<file path="src/hbfs_pkg.sv">
package hbfs_pkg;

  localparam int NUM_BR = 12;
  localparam int NSW    = 2 * NUM_BR;
  localparam int ADDR_W = 6;
  localparam int CNT_W  = 20;
  localparam int RATE_W = 6;
  localparam int FWOL_W = 14;
  localparam int IRQ_W  = 5;

  localparam int CLK_PERIOD_NS  = 8;
  localparam int OC_FILT_NS     = 10000;
  localparam int OL_FILT_NS     = 200000;
  localparam int LIGHT_FILT_NS  = 100000;
  localparam int OC_FILT_CYC    = (OC_FILT_NS + CLK_PERIOD_NS - 1) / CLK_PERIOD_NS;
  localparam int OL_FILT_CYC    = (OL_FILT_NS + CLK_PERIOD_NS - 1) / CLK_PERIOD_NS;
  localparam int LIGHT_FILT_CYC = (LIGHT_FILT_NS + CLK_PERIOD_NS - 1) / CLK_PERIOD_NS;

  localparam logic [ADDR_W-1:0] OFS_GSTAT    = 6'h00;
  localparam logic [ADDR_W-1:0] OFS_OC       = 6'h04;
  localparam logic [ADDR_W-1:0] OFS_OL       = 6'h08;
  localparam logic [ADDR_W-1:0] OFS_ACT      = 6'h0C;
  localparam logic [ADDR_W-1:0] OFS_ASSIGN   = 6'h10;
  localparam logic [ADDR_W-1:0] OFS_RATE     = 6'h14;
  localparam logic [ADDR_W-1:0] OFS_FWOL     = 6'h18;
  localparam logic [ADDR_W-1:0] OFS_IRQ_STAT = 6'h1C;
  localparam logic [ADDR_W-1:0] OFS_IRQ_MASK = 6'h20;

  localparam int GST_WARN = 1;
  localparam int GST_TSD  = 2;
  localparam int GST_VH   = 4;
  localparam int GST_VL   = 5;
  localparam int GST_LOAD = 6;

  localparam int FWOL_LIGHT0 = 12;
  localparam int FWOL_LIGHT1 = 13;

  localparam int IRQ_LOAD = 0;
  localparam int IRQ_WARN = 1;
  localparam int IRQ_TSD  = 2;
  localparam int IRQ_VH   = 3;
  localparam int IRQ_VL   = 4;

  localparam logic [1:0] RATE_STOP = 2'h0;
  localparam logic [1:0] CH_NONE   = 2'h0;

  localparam logic [NSW-1:0]    RST_CFG  = 24'h000000;
  localparam logic [RATE_W-1:0] RST_RATE = 6'h00;
  localparam logic [FWOL_W-1:0] RST_FWOL = 14'h0000;
  localparam logic [IRQ_W-1:0]  RST_IRQ  = 5'h00;

  typedef enum logic {
    BUS_IDLE = 1'h0,
    BUS_ACK  = 1'h1
  } hbfs_bus_e;

  function automatic logic [31:0] be_mask(input logic [3:0] be);
    return {{8{be[3]}}, {8{be[2]}}, {8{be[1]}}, {8{be[0]}}};
  endfunction : be_mask

endpackage : hbfs_pkg

</file>
<file path="src/hbfs_filter.sv">
module hbfs_filter #(
  parameter int W = hbfs_pkg::CNT_W
) (
  input  wire logic         clk_i,
  input  wire logic         sys_rst_i,
  input  wire logic         cond_i,
  input  wire logic [W-1:0] limit_i,
  output logic              hit_o
);
  import hbfs_pkg::*;

  localparam logic [W-1:0] ONE = W'(1);

  logic [W-1:0] cnt_q;
  logic [W-1:0] cnt_d;
  logic         hit_q;
  logic         hit_d;

  // The count saturates, so a condition held forever keeps the hit asserted.
  always_comb begin
    cnt_d = '0;
    hit_d = 1'h0;
    if (cond_i) begin
      cnt_d = (cnt_q >= limit_i) ? cnt_q : cnt_q + ONE;
      hit_d = (cnt_q + ONE) >= limit_i;
    end
  end

  always_ff @(posedge clk_i or posedge sys_rst_i) begin
    if (sys_rst_i) begin
      cnt_q <= '0;
      hit_q <= 1'h0;
    end else begin
      cnt_q <= cnt_d;
      hit_q <= hit_d;
    end
  end

  assign hit_o = hit_q;

endmodule : hbfs_filter

</file>
<file path="src/hbfs_supervisor.sv">
module hbfs_supervisor #(
  parameter int unsigned OC_FILT_CYCLES    = hbfs_pkg::OC_FILT_CYC,
  parameter int unsigned OL_FILT_CYCLES    = hbfs_pkg::OL_FILT_CYC,
  parameter int unsigned LIGHT_FILT_CYCLES = hbfs_pkg::LIGHT_FILT_CYC
) (
  input  wire logic                         clk_i,
  input  wire logic                         sys_rst_i,
  input  wire logic [hbfs_pkg::ADDR_W-1:0]  avs_address_i,
  input  wire logic                         avs_read_i,
  input  wire logic                         avs_write_i,
  input  wire logic [31:0]                  avs_writedata_i,
  input  wire logic [3:0]                   avs_byteenable_i,
  output logic      [31:0]                  avs_readdata_o,
  output logic                              avs_waitrequest_o,
  input  wire logic [2:0]                   pwm_phase_i,
  input  wire logic [hbfs_pkg::NUM_BR-1:0]  oc_hs_i,
  input  wire logic [hbfs_pkg::NUM_BR-1:0]  oc_ls_i,
  input  wire logic [hbfs_pkg::NUM_BR-1:0]  ol_hs_i,
  input  wire logic [hbfs_pkg::NUM_BR-1:0]  ol_ls_i,
  input  wire logic [1:0]                   ol_light_hs_i,
  input  wire logic                         temp_warn_i,
  input  wire logic                         temp_sd_i,
  input  wire logic                         vs_low_i,
  input  wire logic                         vs_high_i,
  output logic      [hbfs_pkg::NUM_BR-1:0]  hs_on_o,
  output logic      [hbfs_pkg::NUM_BR-1:0]  ls_on_o,
  output logic                              irq_o
);
  import hbfs_pkg::*;

  hbfs_bus_e         state_q;
  hbfs_bus_e         state_d;
  logic [31:0]       rdata_q;
  logic [31:0]       rdata_d;
  logic [31:0]       rd_word;
  logic [31:0]       wmask;
  logic [31:0]       gclr;
  logic              acc;
  logic              wr_acc;
  logic              rd_acc;

  logic [NSW-1:0]    bridge_activation_config_q;
  logic [NSW-1:0]    bridge_activation_config_d;
  logic [NSW-1:0]    bridge_channel_assign_q;
  logic [NSW-1:0]    bridge_channel_assign_d;
  logic [RATE_W-1:0] pwm_channel_rate_config_q;
  logic [RATE_W-1:0] pwm_channel_rate_config_d;
  logic [FWOL_W-1:0] freewheel_openload_config_q;
  logic [FWOL_W-1:0] freewheel_openload_config_d;
  logic [IRQ_W-1:0]  irq_stat_q;
  logic [IRQ_W-1:0]  irq_stat_d;
  logic [IRQ_W-1:0]  irq_mask_q;
  logic [IRQ_W-1:0]  irq_mask_d;
  logic [IRQ_W-1:0]  irq_evt;
  logic [IRQ_W-1:0]  irq_rdclr;
  logic              irq_q;
  logic              irq_d;

  logic              thermal_warning_flag_q;
  logic              thermal_warning_flag_d;
  logic              thermal_shutdown_flag_q;
  logic              thermal_shutdown_flag_d;
  logic              supply_low_flag_q;
  logic              supply_low_flag_d;
  logic              supply_high_flag_q;
  logic              supply_high_flag_d;
  logic              load_fault_summary_q;
  logic              load_fault_summary_d;
  logic [NSW-1:0]    oc_q;
  logic [NSW-1:0]    oc_d;
  logic [NSW-1:0]    ol_q;
  logic [NSW-1:0]    ol_d;
  logic [NSW-1:0]    oc_hit;
  logic [NSW-1:0]    ol_hit;
  logic [NSW-1:0]    oc_cond;
  logic [NSW-1:0]    ol_cond;
  logic [NSW-1:0]    oc_clr;
  logic [NSW-1:0]    ol_clr;
  logic [NSW-1:0]    on_q;

  logic [NUM_BR-1:0] hs_on_q;
  logic [NUM_BR-1:0] hs_on_d;
  logic [NUM_BR-1:0] ls_on_q;
  logic [NUM_BR-1:0] ls_on_d;
  logic [NUM_BR-1:0] fw_stop;
  logic [NUM_BR-1:0] ol_blank;
  logic [NUM_BR-1:0] hs_en;
  logic [NUM_BR-1:0] ls_en;
  logic [NUM_BR-1:0] fw_active;
  logic              light_load_select_first;
  logic              light_load_select_second;
  logic              glob_off;
  logic [1:0]        ch;
  logic [7:0]        rate_ext;
  logic [3:0]        phase_ext;
  logic              run;
  logic              ph;
  logic              hw;
  logic              lw;

  function automatic logic [31:0] upd(input logic [31:0] q,
                                      input logic [31:0] wd,
                                      input logic [31:0] m);
    return (q & ~m) | (wd & m);
  endfunction : upd

  assign hs_en                    = bridge_activation_config_q[NUM_BR-1:0];
  assign ls_en                    = bridge_activation_config_q[NSW-1:NUM_BR];
  assign fw_active                = freewheel_openload_config_q[NUM_BR-1:0];
  assign light_load_select_first  = freewheel_openload_config_q[FWOL_LIGHT0];
  assign light_load_select_second = freewheel_openload_config_q[FWOL_LIGHT1];
  assign on_q                     = {ls_on_q, hs_on_q};
  assign glob_off                 = thermal_shutdown_flag_q | vs_low_i | vs_high_i;

  // One wait cycle lets read data come from a flop while still meeting the bus timing.
  assign acc               = state_q == BUS_ACK;
  assign wr_acc            = acc & avs_write_i;
  assign rd_acc            = acc & avs_read_i;
  assign wmask             = be_mask(avs_byteenable_i);
  assign avs_waitrequest_o = (avs_read_i | avs_write_i) & ~acc;
  assign avs_readdata_o    = rdata_q;

  always_comb begin
    rd_word = 32'h00000000;
    case (avs_address_i)
      OFS_GSTAT: begin
        rd_word[GST_WARN] = thermal_warning_flag_q;
        rd_word[GST_TSD]  = thermal_shutdown_flag_q;
        rd_word[GST_VH]   = supply_high_flag_q;
        rd_word[GST_VL]   = supply_low_flag_q;
        rd_word[GST_LOAD] = load_fault_summary_q;
      end
      OFS_OC:       rd_word = {8'h00, oc_q};
      OFS_OL:       rd_word = {8'h00, ol_q};
      OFS_ACT:      rd_word = {8'h00, bridge_activation_config_q};
      OFS_ASSIGN:   rd_word = {8'h00, bridge_channel_assign_q};
      OFS_RATE:     rd_word = {26'h0000000, pwm_channel_rate_config_q};
      OFS_FWOL:     rd_word = {18'h00000, freewheel_openload_config_q};
      OFS_IRQ_STAT: rd_word = {27'h0000000, irq_stat_q};
      OFS_IRQ_MASK: rd_word = {27'h0000000, irq_mask_q};
      default:      rd_word = 32'h00000000;
    endcase
  end

  always_comb begin
    state_d = state_q;
    rdata_d = rdata_q;
    case (state_q)
      BUS_IDLE: begin
        if (avs_read_i | avs_write_i) begin
          state_d = BUS_ACK;
          rdata_d = avs_read_i ? rd_word : 32'h00000000;
        end
      end
      BUS_ACK:  state_d = BUS_IDLE;
      default:  state_d = BUS_IDLE;
    endcase
  end

  always_comb begin
    bridge_activation_config_d  = bridge_activation_config_q;
    bridge_channel_assign_d     = bridge_channel_assign_q;
    pwm_channel_rate_config_d   = pwm_channel_rate_config_q;
    freewheel_openload_config_d = freewheel_openload_config_q;
    irq_mask_d                  = irq_mask_q;
    if (wr_acc) begin
      case (avs_address_i)
        OFS_ACT: bridge_activation_config_d =
            NSW'(upd({8'h00, bridge_activation_config_q}, avs_writedata_i, wmask));
        OFS_ASSIGN: bridge_channel_assign_d =
            NSW'(upd({8'h00, bridge_channel_assign_q}, avs_writedata_i, wmask));
        OFS_RATE: pwm_channel_rate_config_d =
            RATE_W'(upd({26'h0000000, pwm_channel_rate_config_q}, avs_writedata_i, wmask));
        OFS_FWOL: freewheel_openload_config_d =
            FWOL_W'(upd({18'h00000, freewheel_openload_config_q}, avs_writedata_i, wmask));
        OFS_IRQ_MASK: irq_mask_d =
            IRQ_W'(upd({27'h0000000, irq_mask_q}, avs_writedata_i, wmask));
        default: irq_mask_d = irq_mask_q;
      endcase
    end
  end

  // Hardware sets win over a clear in the same cycle, so a live fault is never lost.
  always_comb begin
    gclr   = (wr_acc && avs_address_i == OFS_GSTAT) ? (avs_writedata_i & wmask) : 32'h00000000;
    oc_clr = (wr_acc && avs_address_i == OFS_OC) ? NSW'(avs_writedata_i & wmask) : '0;
    ol_clr = (wr_acc && avs_address_i == OFS_OL) ? NSW'(avs_writedata_i & wmask) : '0;
    oc_d   = (oc_q & ~oc_clr) | oc_hit;
    ol_d   = (ol_q & ~ol_clr) | ol_hit;
    load_fault_summary_d    = (load_fault_summary_q & ~gclr[GST_LOAD]) | (|oc_hit) | (|ol_hit);
    thermal_warning_flag_d  = (thermal_warning_flag_q & ~gclr[GST_WARN]) | temp_warn_i;
    thermal_shutdown_flag_d = (thermal_shutdown_flag_q & ~gclr[GST_TSD]) | temp_sd_i;
    supply_high_flag_d      = (supply_high_flag_q & ~gclr[GST_VH]) | vs_high_i;
    supply_low_flag_d       = (supply_low_flag_q & ~gclr[GST_VL]) | vs_low_i;
    irq_evt           = '0;
    irq_evt[IRQ_LOAD] = |((oc_d & ~oc_q) | (ol_d & ~ol_q));
    irq_evt[IRQ_WARN] = thermal_warning_flag_d & ~thermal_warning_flag_q;
    irq_evt[IRQ_TSD]  = thermal_shutdown_flag_d & ~thermal_shutdown_flag_q;
    irq_evt[IRQ_VH]   = supply_high_flag_d & ~supply_high_flag_q;
    irq_evt[IRQ_VL]   = supply_low_flag_d & ~supply_low_flag_q;
    // Only the bits actually returned to software are cleared by the read.
    irq_rdclr  = (rd_acc && avs_address_i == OFS_IRQ_STAT) ? rdata_q[IRQ_W-1:0] : '0;
    irq_stat_d = (irq_stat_q & ~irq_rdclr) | irq_evt;
    irq_d      = |(irq_stat_q & irq_mask_q);
  end

  // Current flows only through a driven switch, so detection is qualified by the drive.
  always_comb begin
    oc_cond    = {oc_ls_i, oc_hs_i} & on_q;
    ol_cond    = {ol_ls_i, ol_hs_i};
    ol_cond[0] = light_load_select_first ? ol_light_hs_i[0] : ol_hs_i[0];
    ol_cond[1] = light_load_select_second ? ol_light_hs_i[1] : ol_hs_i[1];
    ol_cond    = ol_cond & on_q & ~{ol_blank, ol_blank};
  end

  for (genvar g = 0; g < NSW; g++) begin : g_filt
    logic [CNT_W-1:0] ol_lim;
    if (g < 2) begin : g_light
      assign ol_lim = freewheel_openload_config_q[FWOL_LIGHT0 + g] ?
                      CNT_W'(LIGHT_FILT_CYCLES) : CNT_W'(OL_FILT_CYCLES);
    end else begin : g_norm
      assign ol_lim = CNT_W'(OL_FILT_CYCLES);
    end
    hbfs_filter #(.W(CNT_W)) u_oc (
      .clk_i     (clk_i),
      .sys_rst_i (sys_rst_i),
      .cond_i    (oc_cond[g]),
      .limit_i   (CNT_W'(OC_FILT_CYCLES)),
      .hit_o     (oc_hit[g])
    );
    hbfs_filter #(.W(CNT_W)) u_ol (
      .clk_i     (clk_i),
      .sys_rst_i (sys_rst_i),
      .cond_i    (ol_cond[g]),
      .limit_i   (ol_lim),
      .hit_o     (ol_hit[g])
    );
  end

  // Both switches of one bridge are never driven together; high side takes priority.
  always_comb begin
    hs_on_d   = '0;
    ls_on_d   = '0;
    fw_stop   = '0;
    ol_blank  = '0;
    ch        = CH_NONE;
    run       = 1'h0;
    ph        = 1'h0;
    hw        = 1'h0;
    lw        = 1'h0;
    rate_ext  = {pwm_channel_rate_config_q, RATE_STOP};
    phase_ext = {pwm_phase_i, 1'h0};
    for (int i = 0; i < NUM_BR; i++) begin
      ch  = bridge_channel_assign_q[2*i +: 2];
      run = rate_ext[{ch, 1'h0} +: 2] != RATE_STOP;
      ph  = phase_ext[ch];
      hw  = 1'h0;
      lw  = 1'h0;
      if (ch == CH_NONE) begin
        hw = hs_en[i];
        lw = ls_en[i] & ~hs_en[i];
      end else if (hs_en[i]) begin
        hw = run & ph;
        lw = fw_active[i] & ~(run & ph);
        fw_stop[i] = fw_active[i] & ~run;
      end else if (ls_en[i]) begin
        lw = run & ph;
        hw = fw_active[i] & ~(run & ph);
      end
      ol_blank[i] = (ch != CH_NONE) & fw_active[i];
      hs_on_d[i] = hw & ~oc_q[i] & ~glob_off;
      ls_on_d[i] = lw & ~oc_q[NUM_BR + i] & ~glob_off;
    end
  end

  always_ff @(posedge clk_i or posedge sys_rst_i) begin
    if (sys_rst_i) begin
      state_q                     <= BUS_IDLE;
      rdata_q                     <= 32'h00000000;
      bridge_activation_config_q  <= RST_CFG;
      bridge_channel_assign_q     <= RST_CFG;
      pwm_channel_rate_config_q   <= RST_RATE;
      freewheel_openload_config_q <= RST_FWOL;
      irq_stat_q                  <= RST_IRQ;
      irq_mask_q                  <= RST_IRQ;
      irq_q                       <= 1'h0;
      thermal_warning_flag_q      <= 1'h0;
      thermal_shutdown_flag_q     <= 1'h0;
      supply_low_flag_q           <= 1'h0;
      supply_high_flag_q          <= 1'h0;
      load_fault_summary_q        <= 1'h0;
      oc_q                        <= '0;
      ol_q                        <= '0;
      hs_on_q                     <= '0;
      ls_on_q                     <= '0;
    end else begin
      state_q                     <= state_d;
      rdata_q                     <= rdata_d;
      bridge_activation_config_q  <= bridge_activation_config_d;
      bridge_channel_assign_q     <= bridge_channel_assign_d;
      pwm_channel_rate_config_q   <= pwm_channel_rate_config_d;
      freewheel_openload_config_q <= freewheel_openload_config_d;
      irq_stat_q                  <= irq_stat_d;
      irq_mask_q                  <= irq_mask_d;
      irq_q                       <= irq_d;
      thermal_warning_flag_q      <= thermal_warning_flag_d;
      thermal_shutdown_flag_q     <= thermal_shutdown_flag_d;
      supply_low_flag_q           <= supply_low_flag_d;
      supply_high_flag_q          <= supply_high_flag_d;
      load_fault_summary_q        <= load_fault_summary_d;
      oc_q                        <= oc_d;
      ol_q                        <= ol_d;
      hs_on_q                     <= hs_on_d;
      ls_on_q                     <= ls_on_d;
    end
  end

  assign hs_on_o = hs_on_q;
  assign ls_on_o = ls_on_q;
  assign irq_o   = irq_q;

  a_tsd_all_off: assert property (@(posedge clk_i) disable iff (sys_rst_i)
    thermal_shutdown_flag_q |=> (hs_on_o == '0 && ls_on_o == '0))
    else $error("outputs driven during thermal shutdown");

  a_supply_off: assert property (@(posedge clk_i) disable iff (sys_rst_i)
    (vs_low_i || vs_high_i) |=> (hs_on_o == '0 && ls_on_o == '0))
    else $error("outputs driven during supply fault");

  a_low_flag_set: assert property (@(posedge clk_i) disable iff (sys_rst_i)
    vs_low_i |=> supply_low_flag_q)
    else $error("supply low flag not latched");

  a_high_flag_set: assert property (@(posedge clk_i) disable iff (sys_rst_i)
    $rose(vs_high_i) |=> supply_high_flag_q ##1 (supply_high_flag_q || !$past(vs_high_i)))
    else $error("supply high flag not latched");

  a_warn_flag_set: assert property (@(posedge clk_i) disable iff (sys_rst_i)
    (temp_warn_i && !wr_acc) |=> thermal_warning_flag_q)
    else $error("warning flag not latched");

  a_oc_keeps_off: assert property (@(posedge clk_i) disable iff (sys_rst_i)
    1'h1 |=> ((hs_on_o & $past(oc_q[NUM_BR-1:0])) == '0))
    else $error("high switch driven while overcurrent bit set");

  a_oc_act_kept: assert property (@(posedge clk_i) disable iff (sys_rst_i)
    (|oc_hit && !wr_acc) |=> $stable(bridge_activation_config_q))
    else $error("activation bits changed by overcurrent");

  a_load_summary: assert property (@(posedge clk_i) disable iff (sys_rst_i)
    (|oc_hit || |ol_hit) |=> load_fault_summary_q &&
                             (avs_address_i != OFS_GSTAT || rd_word[GST_LOAD]))
    else $error("load summary not set on load fault");

  a_fw_stop_low: assert property (@(posedge clk_i) disable iff (sys_rst_i)
    1'h1 |=> ((hs_on_o & $past(fw_stop)) == '0))
    else $error("high switch driven while stopped free-wheel");

  a_bus_one_wait: assert property (@(posedge clk_i) disable iff (sys_rst_i)
    avs_waitrequest_o |=> !avs_waitrequest_o)
    else $error("waitrequest held longer than one cycle");

endmodule : hbfs_supervisor
</file>
<file path="config.mk">
export PLATFORM = sky130hd
export DESIGN_NAME = hbfs_supervisor
export DESIGN_NICKNAME = d
export VERILOG_FILES = /design/src/hbfs_pkg.sv /design/src/hbfs_filter.sv /design/src/hbfs_supervisor.sv
export SDC_FILE = /design/constraint.sdc
export NUM_CORES = 2
export LEC_CHECK = 0
export BUFFER_PORTS_ARGS = -buffer_cell sky130_fd_sc_hd__buf_2
export CAP_MARGIN = 20
export CORE_MARGIN = 2
export CORE_UTILIZATION = 45
export CTS_CLUSTER_SIZE = 8
export DETAILED_ROUTE_END_ITERATION = 7
export HOLD_SLACK_MARGIN = 0.05
export PLACE_DENSITY = 0.6
export RECOVER_POWER = 100
export REMOVE_ABC_BUFFERS = 1
export SLEW_MARGIN = 20
export SYNTH_ARGS = -nofsm -noshare
export SYNTH_HDL_FRONTEND = slang
export SYNTH_SLANG_ARGS = --single-unit
</file>
<file path="constraint.sdc">
create_clock -name clk_i -period 52.1 [get_ports clk_i]
set_clock_uncertainty 0.2 [all_clocks]
set_input_delay 10.42 -clock clk_i [delete_from_list [all_inputs] [get_ports clk_i]]
set_output_delay 10.42 -clock clk_i [all_outputs]
set_load 0.05 [all_outputs]
</file>
**Word-level counts from Yosys, hierarchy flattened**

Index checks and enable logic that the tools add are counted.

- Equality and inequality tests: 56
- $add $sub $neg: 48
- Shift-type cells: 12
- Multiplexer cells: 256
- $mul: 0
- Reduce and logical (&&, ||, !) cells: 51
- Div/mod/pow operators: 0
- Order comparisons: 108
- Bitwise operators: 207

Operators by type and width:

| cell | count |
|---|---|
| $mux W20 | 96 |
| $add A20 B1 Y20 const B | 48 |
| $ge A20 B11 Y1 const B | 48 |
| $ge A20 B15 Y1 const B | 44 |
| $and A24 B24 Y24 | 10 |
| $not A24 Y24 | 6 |
| $mux W1 | 135 |
| $or A24 B24 Y24 | 5 |
| $and A1 B1 Y1 | 108 |
| $ne A2 B2 Y1 const B | 48 |
| $shiftx A8 B4 Y2 | 12 |
| $pmux W17 S5 | 1 |
| $ge A20 B15 Y1 | 4 |
| $reduce_or A24 Y1 | 3 |
| $not A1 Y1 | 59 |
| $mux W24 | 2 |
| $reduce_bool A2 Y1 | 24 |
| $lt A2 B3 Y1 const B | 12 |
| $mux W32 | 1 |
| $mux W15 | 2 |
| $pmux W3 S9 | 1 |
| $bmux W1 S2 | 12 |
| $eq A6 B5 Y1 const B | 4 |
| $logic_not A2 Y1 | 12 |
| 20 further kinds | 41 |

- Bits in latches: 0
- Bits in writable memories: 0
- Input port bits: 103
- Register bits after elaboration: 1,197
- Logic and storage cells: 852
- Output and inout port bits: 58
- Memory bits (read-only): 0
- Memories kept: 0

**Longest topological paths before layout**

- Depth after elaboration: 10
- Gate-level depth with buffers: 11
- Mapped depth without buffers: 11

**Modules after synthesis**

A second synthesis with hierarchy kept.

- Cells, all modules: 13,181
- Area, all modules: 114,960.3 sq um

By module, submodules not included:

| module | sequential area each (sq um) | times used | cells an instance | area each (sq um) |
|---|---|---|---|---|
| hbfs_filter (g_filt[0].u_oc ...) | 525.5 | 47 | 255 | 2,199.6 |
| hbfs_supervisor | 4,529.3 | 1 | 935 | 9,272.6 |
| hbfs_filter (g_filt[3].u_ol) | 525.5 | 1 | 261 | 2,306.0 |

**Worst setup path after synthesis**

No wires, ideal clock.

- Path kind: input to output
- From: in avs_write_i
- To: out avs_waitrequest_o
- Arrival: 11,399 ps
- Required time: 41,480 ps
- Path slack: 30,081 ps
- Path buffers: 2
- Cell stages on the path: 5
- Cell sequence: clkbuf_1 > nor2_1 > or2_2 > clkbuf_1 > inv_1

- Cells in the longest elaborated chain, start to end: 2

Ends and longest elaborated chain:

| what | line | source |
|---|---|---|
| from (decl) | hbfs_supervisor.sv:10 | `input wire logic avs_write_i,` |
| $or A1 B1 Y1 | hbfs_supervisor.sv:120 | `assign avs_waitrequest_o = (avs_read_i \| avs_write_i) & ~acc;` |
| $and A1 B1 Y1 | hbfs_supervisor.sv:120 |  |
| to (decl) | hbfs_supervisor.sv:14 | `output logic avs_waitrequest_o,` |

Every way passes these cells.

==> run metrics <==
actual slew at the worst max-slew pin 8.20 ns; most used cell, CP clkbuf_1; first-pass GRT wire length 283000 um; Mapped Cells 7659; CTS clk-pin slew, worst paths 0.05 ns; fin. max-slew vios 1343; asr flop ratio synth 100%; crit path from sys_rst_i; failing checks DRC, capacitance limit, slew limit; port buffer count 143; Synth cell types 86; P per Cell Area 26.4 nW/um2; largest family of logic cells by synthesized area simple AND/OR/NAND/NOR gates; most frequent cells in the layout dfrtp_1, nor2_1, nand2_1, nand3_1, and3_1; final global-route overflow total 0; achievable frequency 37.4 MHz; CP Data Arrival Time 26.66 ns; min cycle time layout 26.71 ns; final setup fails 0; Slowest-stage cell, CP clkbuf_1; Post-synth EDFFs 0; Final Hold Violating Endpoints 0; mapped cell area 67900 um2; Synth Area in Simple Gates 26.6%; outcome complete, but fails checks; RSZ-0062 raised after global routing false; sequential share of the synthesized area 43.8%; post-route antenna net violation count 0; Critical Path RT 52.05 ns; H-tree Lvls 4; final worst setup slack 25.39 ns; vias 55513; Rows 142; placed cell area 70100 um2; Post-CTS Resized 0; Starting Density 45.3%; crit-path cells clkbuf_1 > clkinvlp_2 > clkbuf_1 > clkbuf_1 > clkbuf_1 > clkbuf_1; CTS tree yes; total global-route track usage 22.4%; CP endpoint g_filt[20].u_ol.cnt_q[3]$_DFFE_PP0P_; Root Buffer clkbuf_16; TritonCTS buffer count 168; pre-CTS WS 29.69 ns; DR vias/cell 5.72; design area 74500 um2; number of global-route vias before repair 52377; warning count from the yosys run 0; core area 150000 um2; die area 154000 um2; FF-to-FF Start acc$_DFF_PP0_; Synth Area in XOR/XNOR 8.80%; Area growth syn-to-layout 9.68%; Reg2Reg Setup Slack 46.36 ns; clock buffer depth 3; hold buffers post-CTS 0; crit end category async pin; Max-Slew Margin vs Limit -447%; leakage power 31.1 nW; Total Negative Setup Slacks 0 ns; fraction of final layout cells sized beyond drive strength 1 5.66%; most common cell after layout, fill and taps aside dfrtp_1; Synth Area in Compound Gates 11.9%; initial antenna violation count 42; Routability Congestion 0.912; total of max-cap violations 21; Critical R2R Capture avs_readdata_o[0]$_DFFE_PP0P_; Die Ht 392 um; largest net degree at the start of global routing 159; hold crit path type reg -> reg; DP Wirelength 121000 um; mux contribution to synthesized area 2.34%; Post-Synth Adder-Cell Area 2.82%; Pre-antenna DRT Iters 8; drt total wl 173000 um; DR iter-0 viols 4167; Worst path max stage delay 5.84 ns; Setup Buffers After CTS 0; syn_area_per_cell 8.87 um2; die extent in x 392 um; synthesized flop and latch total 1189; Residual DRC 9; Main synth FF type dfrtp_1; clock sink count 1189; period utilization 51.3%; kind of critical path in -> async; WL/cell 17.9 um; crit path max fanout 158; # nets final 7902; I/O pin cnt 161; CP Launch Type input pin; clk_lat worst skew 0.79 ns; Peak VDD IR 0.0000320 V; R2R depth 6
[sequential cells by signal (all words and copies together) (netlist names), 24 cells and up, named ones only]
name and cells:
oc_q 24, ol_q 24, g_filt.u_ol.hit_o 24, g_filt.u_oc.hit_o 24
avs_readdata_o 24, g_filt.u_ol.cnt_q 480, g_filt.u_oc.cnt_q 480
[report_power, final]
| part | internal (mW) | switching, mW |
|---|---|---|
| combinational | 0.00823 | 0.0348 |
| sequential | 0.930 | 0.00610 |
| clock | 0.587 | 0.402 |
| total | 1.53 | 0.443 |
[how the worst min path moves through the flow]
stage                     cells past startpoint                              to                            start  slack, ns
final                                         2  avs_readdata_o[12]$_DFFE_PP0P_   avs_readdata_o[12]$_DFFE_PP0P_       0.28
after global routing                          2               ol_q[2]$_DFF_PP0_   g_filt[2].u_ol.hit_o$_DFF_PP0_       0.31
after CTS                                     2  avs_readdata_o[12]$_DFFE_PP0P_   avs_readdata_o[12]$_DFFE_PP0P_       0.29
after detailed placement                      2   avs_readdata_o[9]$_DFFE_PP0P_    avs_readdata_o[9]$_DFFE_PP0P_       0.27
after global placement                        2  avs_readdata_o[11]$_DFFE_PP0P_   avs_readdata_o[11]$_DFFE_PP0P_       0.27
after floorplan                               2              oc_q[14]$_DFF_PP0_  g_filt[14].u_oc.hit_o$_DFF_PP0_       0.24
[worst max-delay path: cells and delay by family]
| kind | cells | cell delay, ns |
|---|---|---|
| buf+inv | 6 | 15.87 |
[cell type report]
type | instances | area, um2
Multi-Input combinational cell | 5819 | 35700
Timing Repair Buffer | 193 | 911
Clock inverter | 15 | 265
Tap cell | 2016 | 2520
Sequential cell | 1189 | 29800
Inverter | 276 | 1040
Antenna cell | 12 | 30.0
Fill cell | 14065 | 75300
Clock buffer | 180 | 4300
[routing by layer]
layer	GRT usage [%]	wire length, um	vias up
li1	-	-	27139
met1	30.8	79600	26880
met2	34.4	76500	1130
met5	0	289	-
met3	6.26	12900	316
met4	6.38	3960	48
[synthesized netlist by cell type, drive strengths merged, types with 22 or more instances]
library cell	n	area share, %
and4	55	0.71
and2	155	1.4
o21a	42	0.46
dfrtp	1189	44
nor3b	38	0.43
a21o	37	0.41
clkbuf	348	1.9
a22o	22	0.28
and3	379	3.5
a41oi	45	0.58
nor3	331	2.4
ha	152	2.8
buf	34	0.28
a21oi	253	1.9
o211ai	54	0.60
a31oi	122	1.1
a211oi	47	0.52
mux2i	54	0.80
o31ai	45	0.50
inv	276	1.5
nand2b	28	0.26
nand2	688	3.8
nor4	123	1.2
xnor2	341	4.4
or4	40	0.44
o22ai	56	0.52
nand3	426	3.1
a22oi	27	0.30
mux2	89	1.5
nand4	232	2.1
xor2	341	4.4
o21ai	270	2.0
or2	38	0.35
or3	103	0.96
nor2	893	4.9
[kinds of logic after synthesis]
kind of cell	Yosys count
adders and majority gates	153
xor gates and xnor gates	682
and+or+nand+nor	3601
AOI/OAI and AO/OA	1230
muxes	145
buffers and inverters	658
other	1
DFF	1189
[stage by stage]
stage,power [mW],std cells,utilization (%),hold slack (ns)
after floorplan,0.975,7284,-,0.240
after global routing,2.04,9694,49.7,0.313
final,1.97,9700,49.7,0.283
after CTS,2.00,9688,49.9,0.285
after global placement,0.995,9492,46.8,0.267
after detailed placement,0.996,9493,46.8,0.269
No activity file was read; power rests on OpenSTA's default activity.
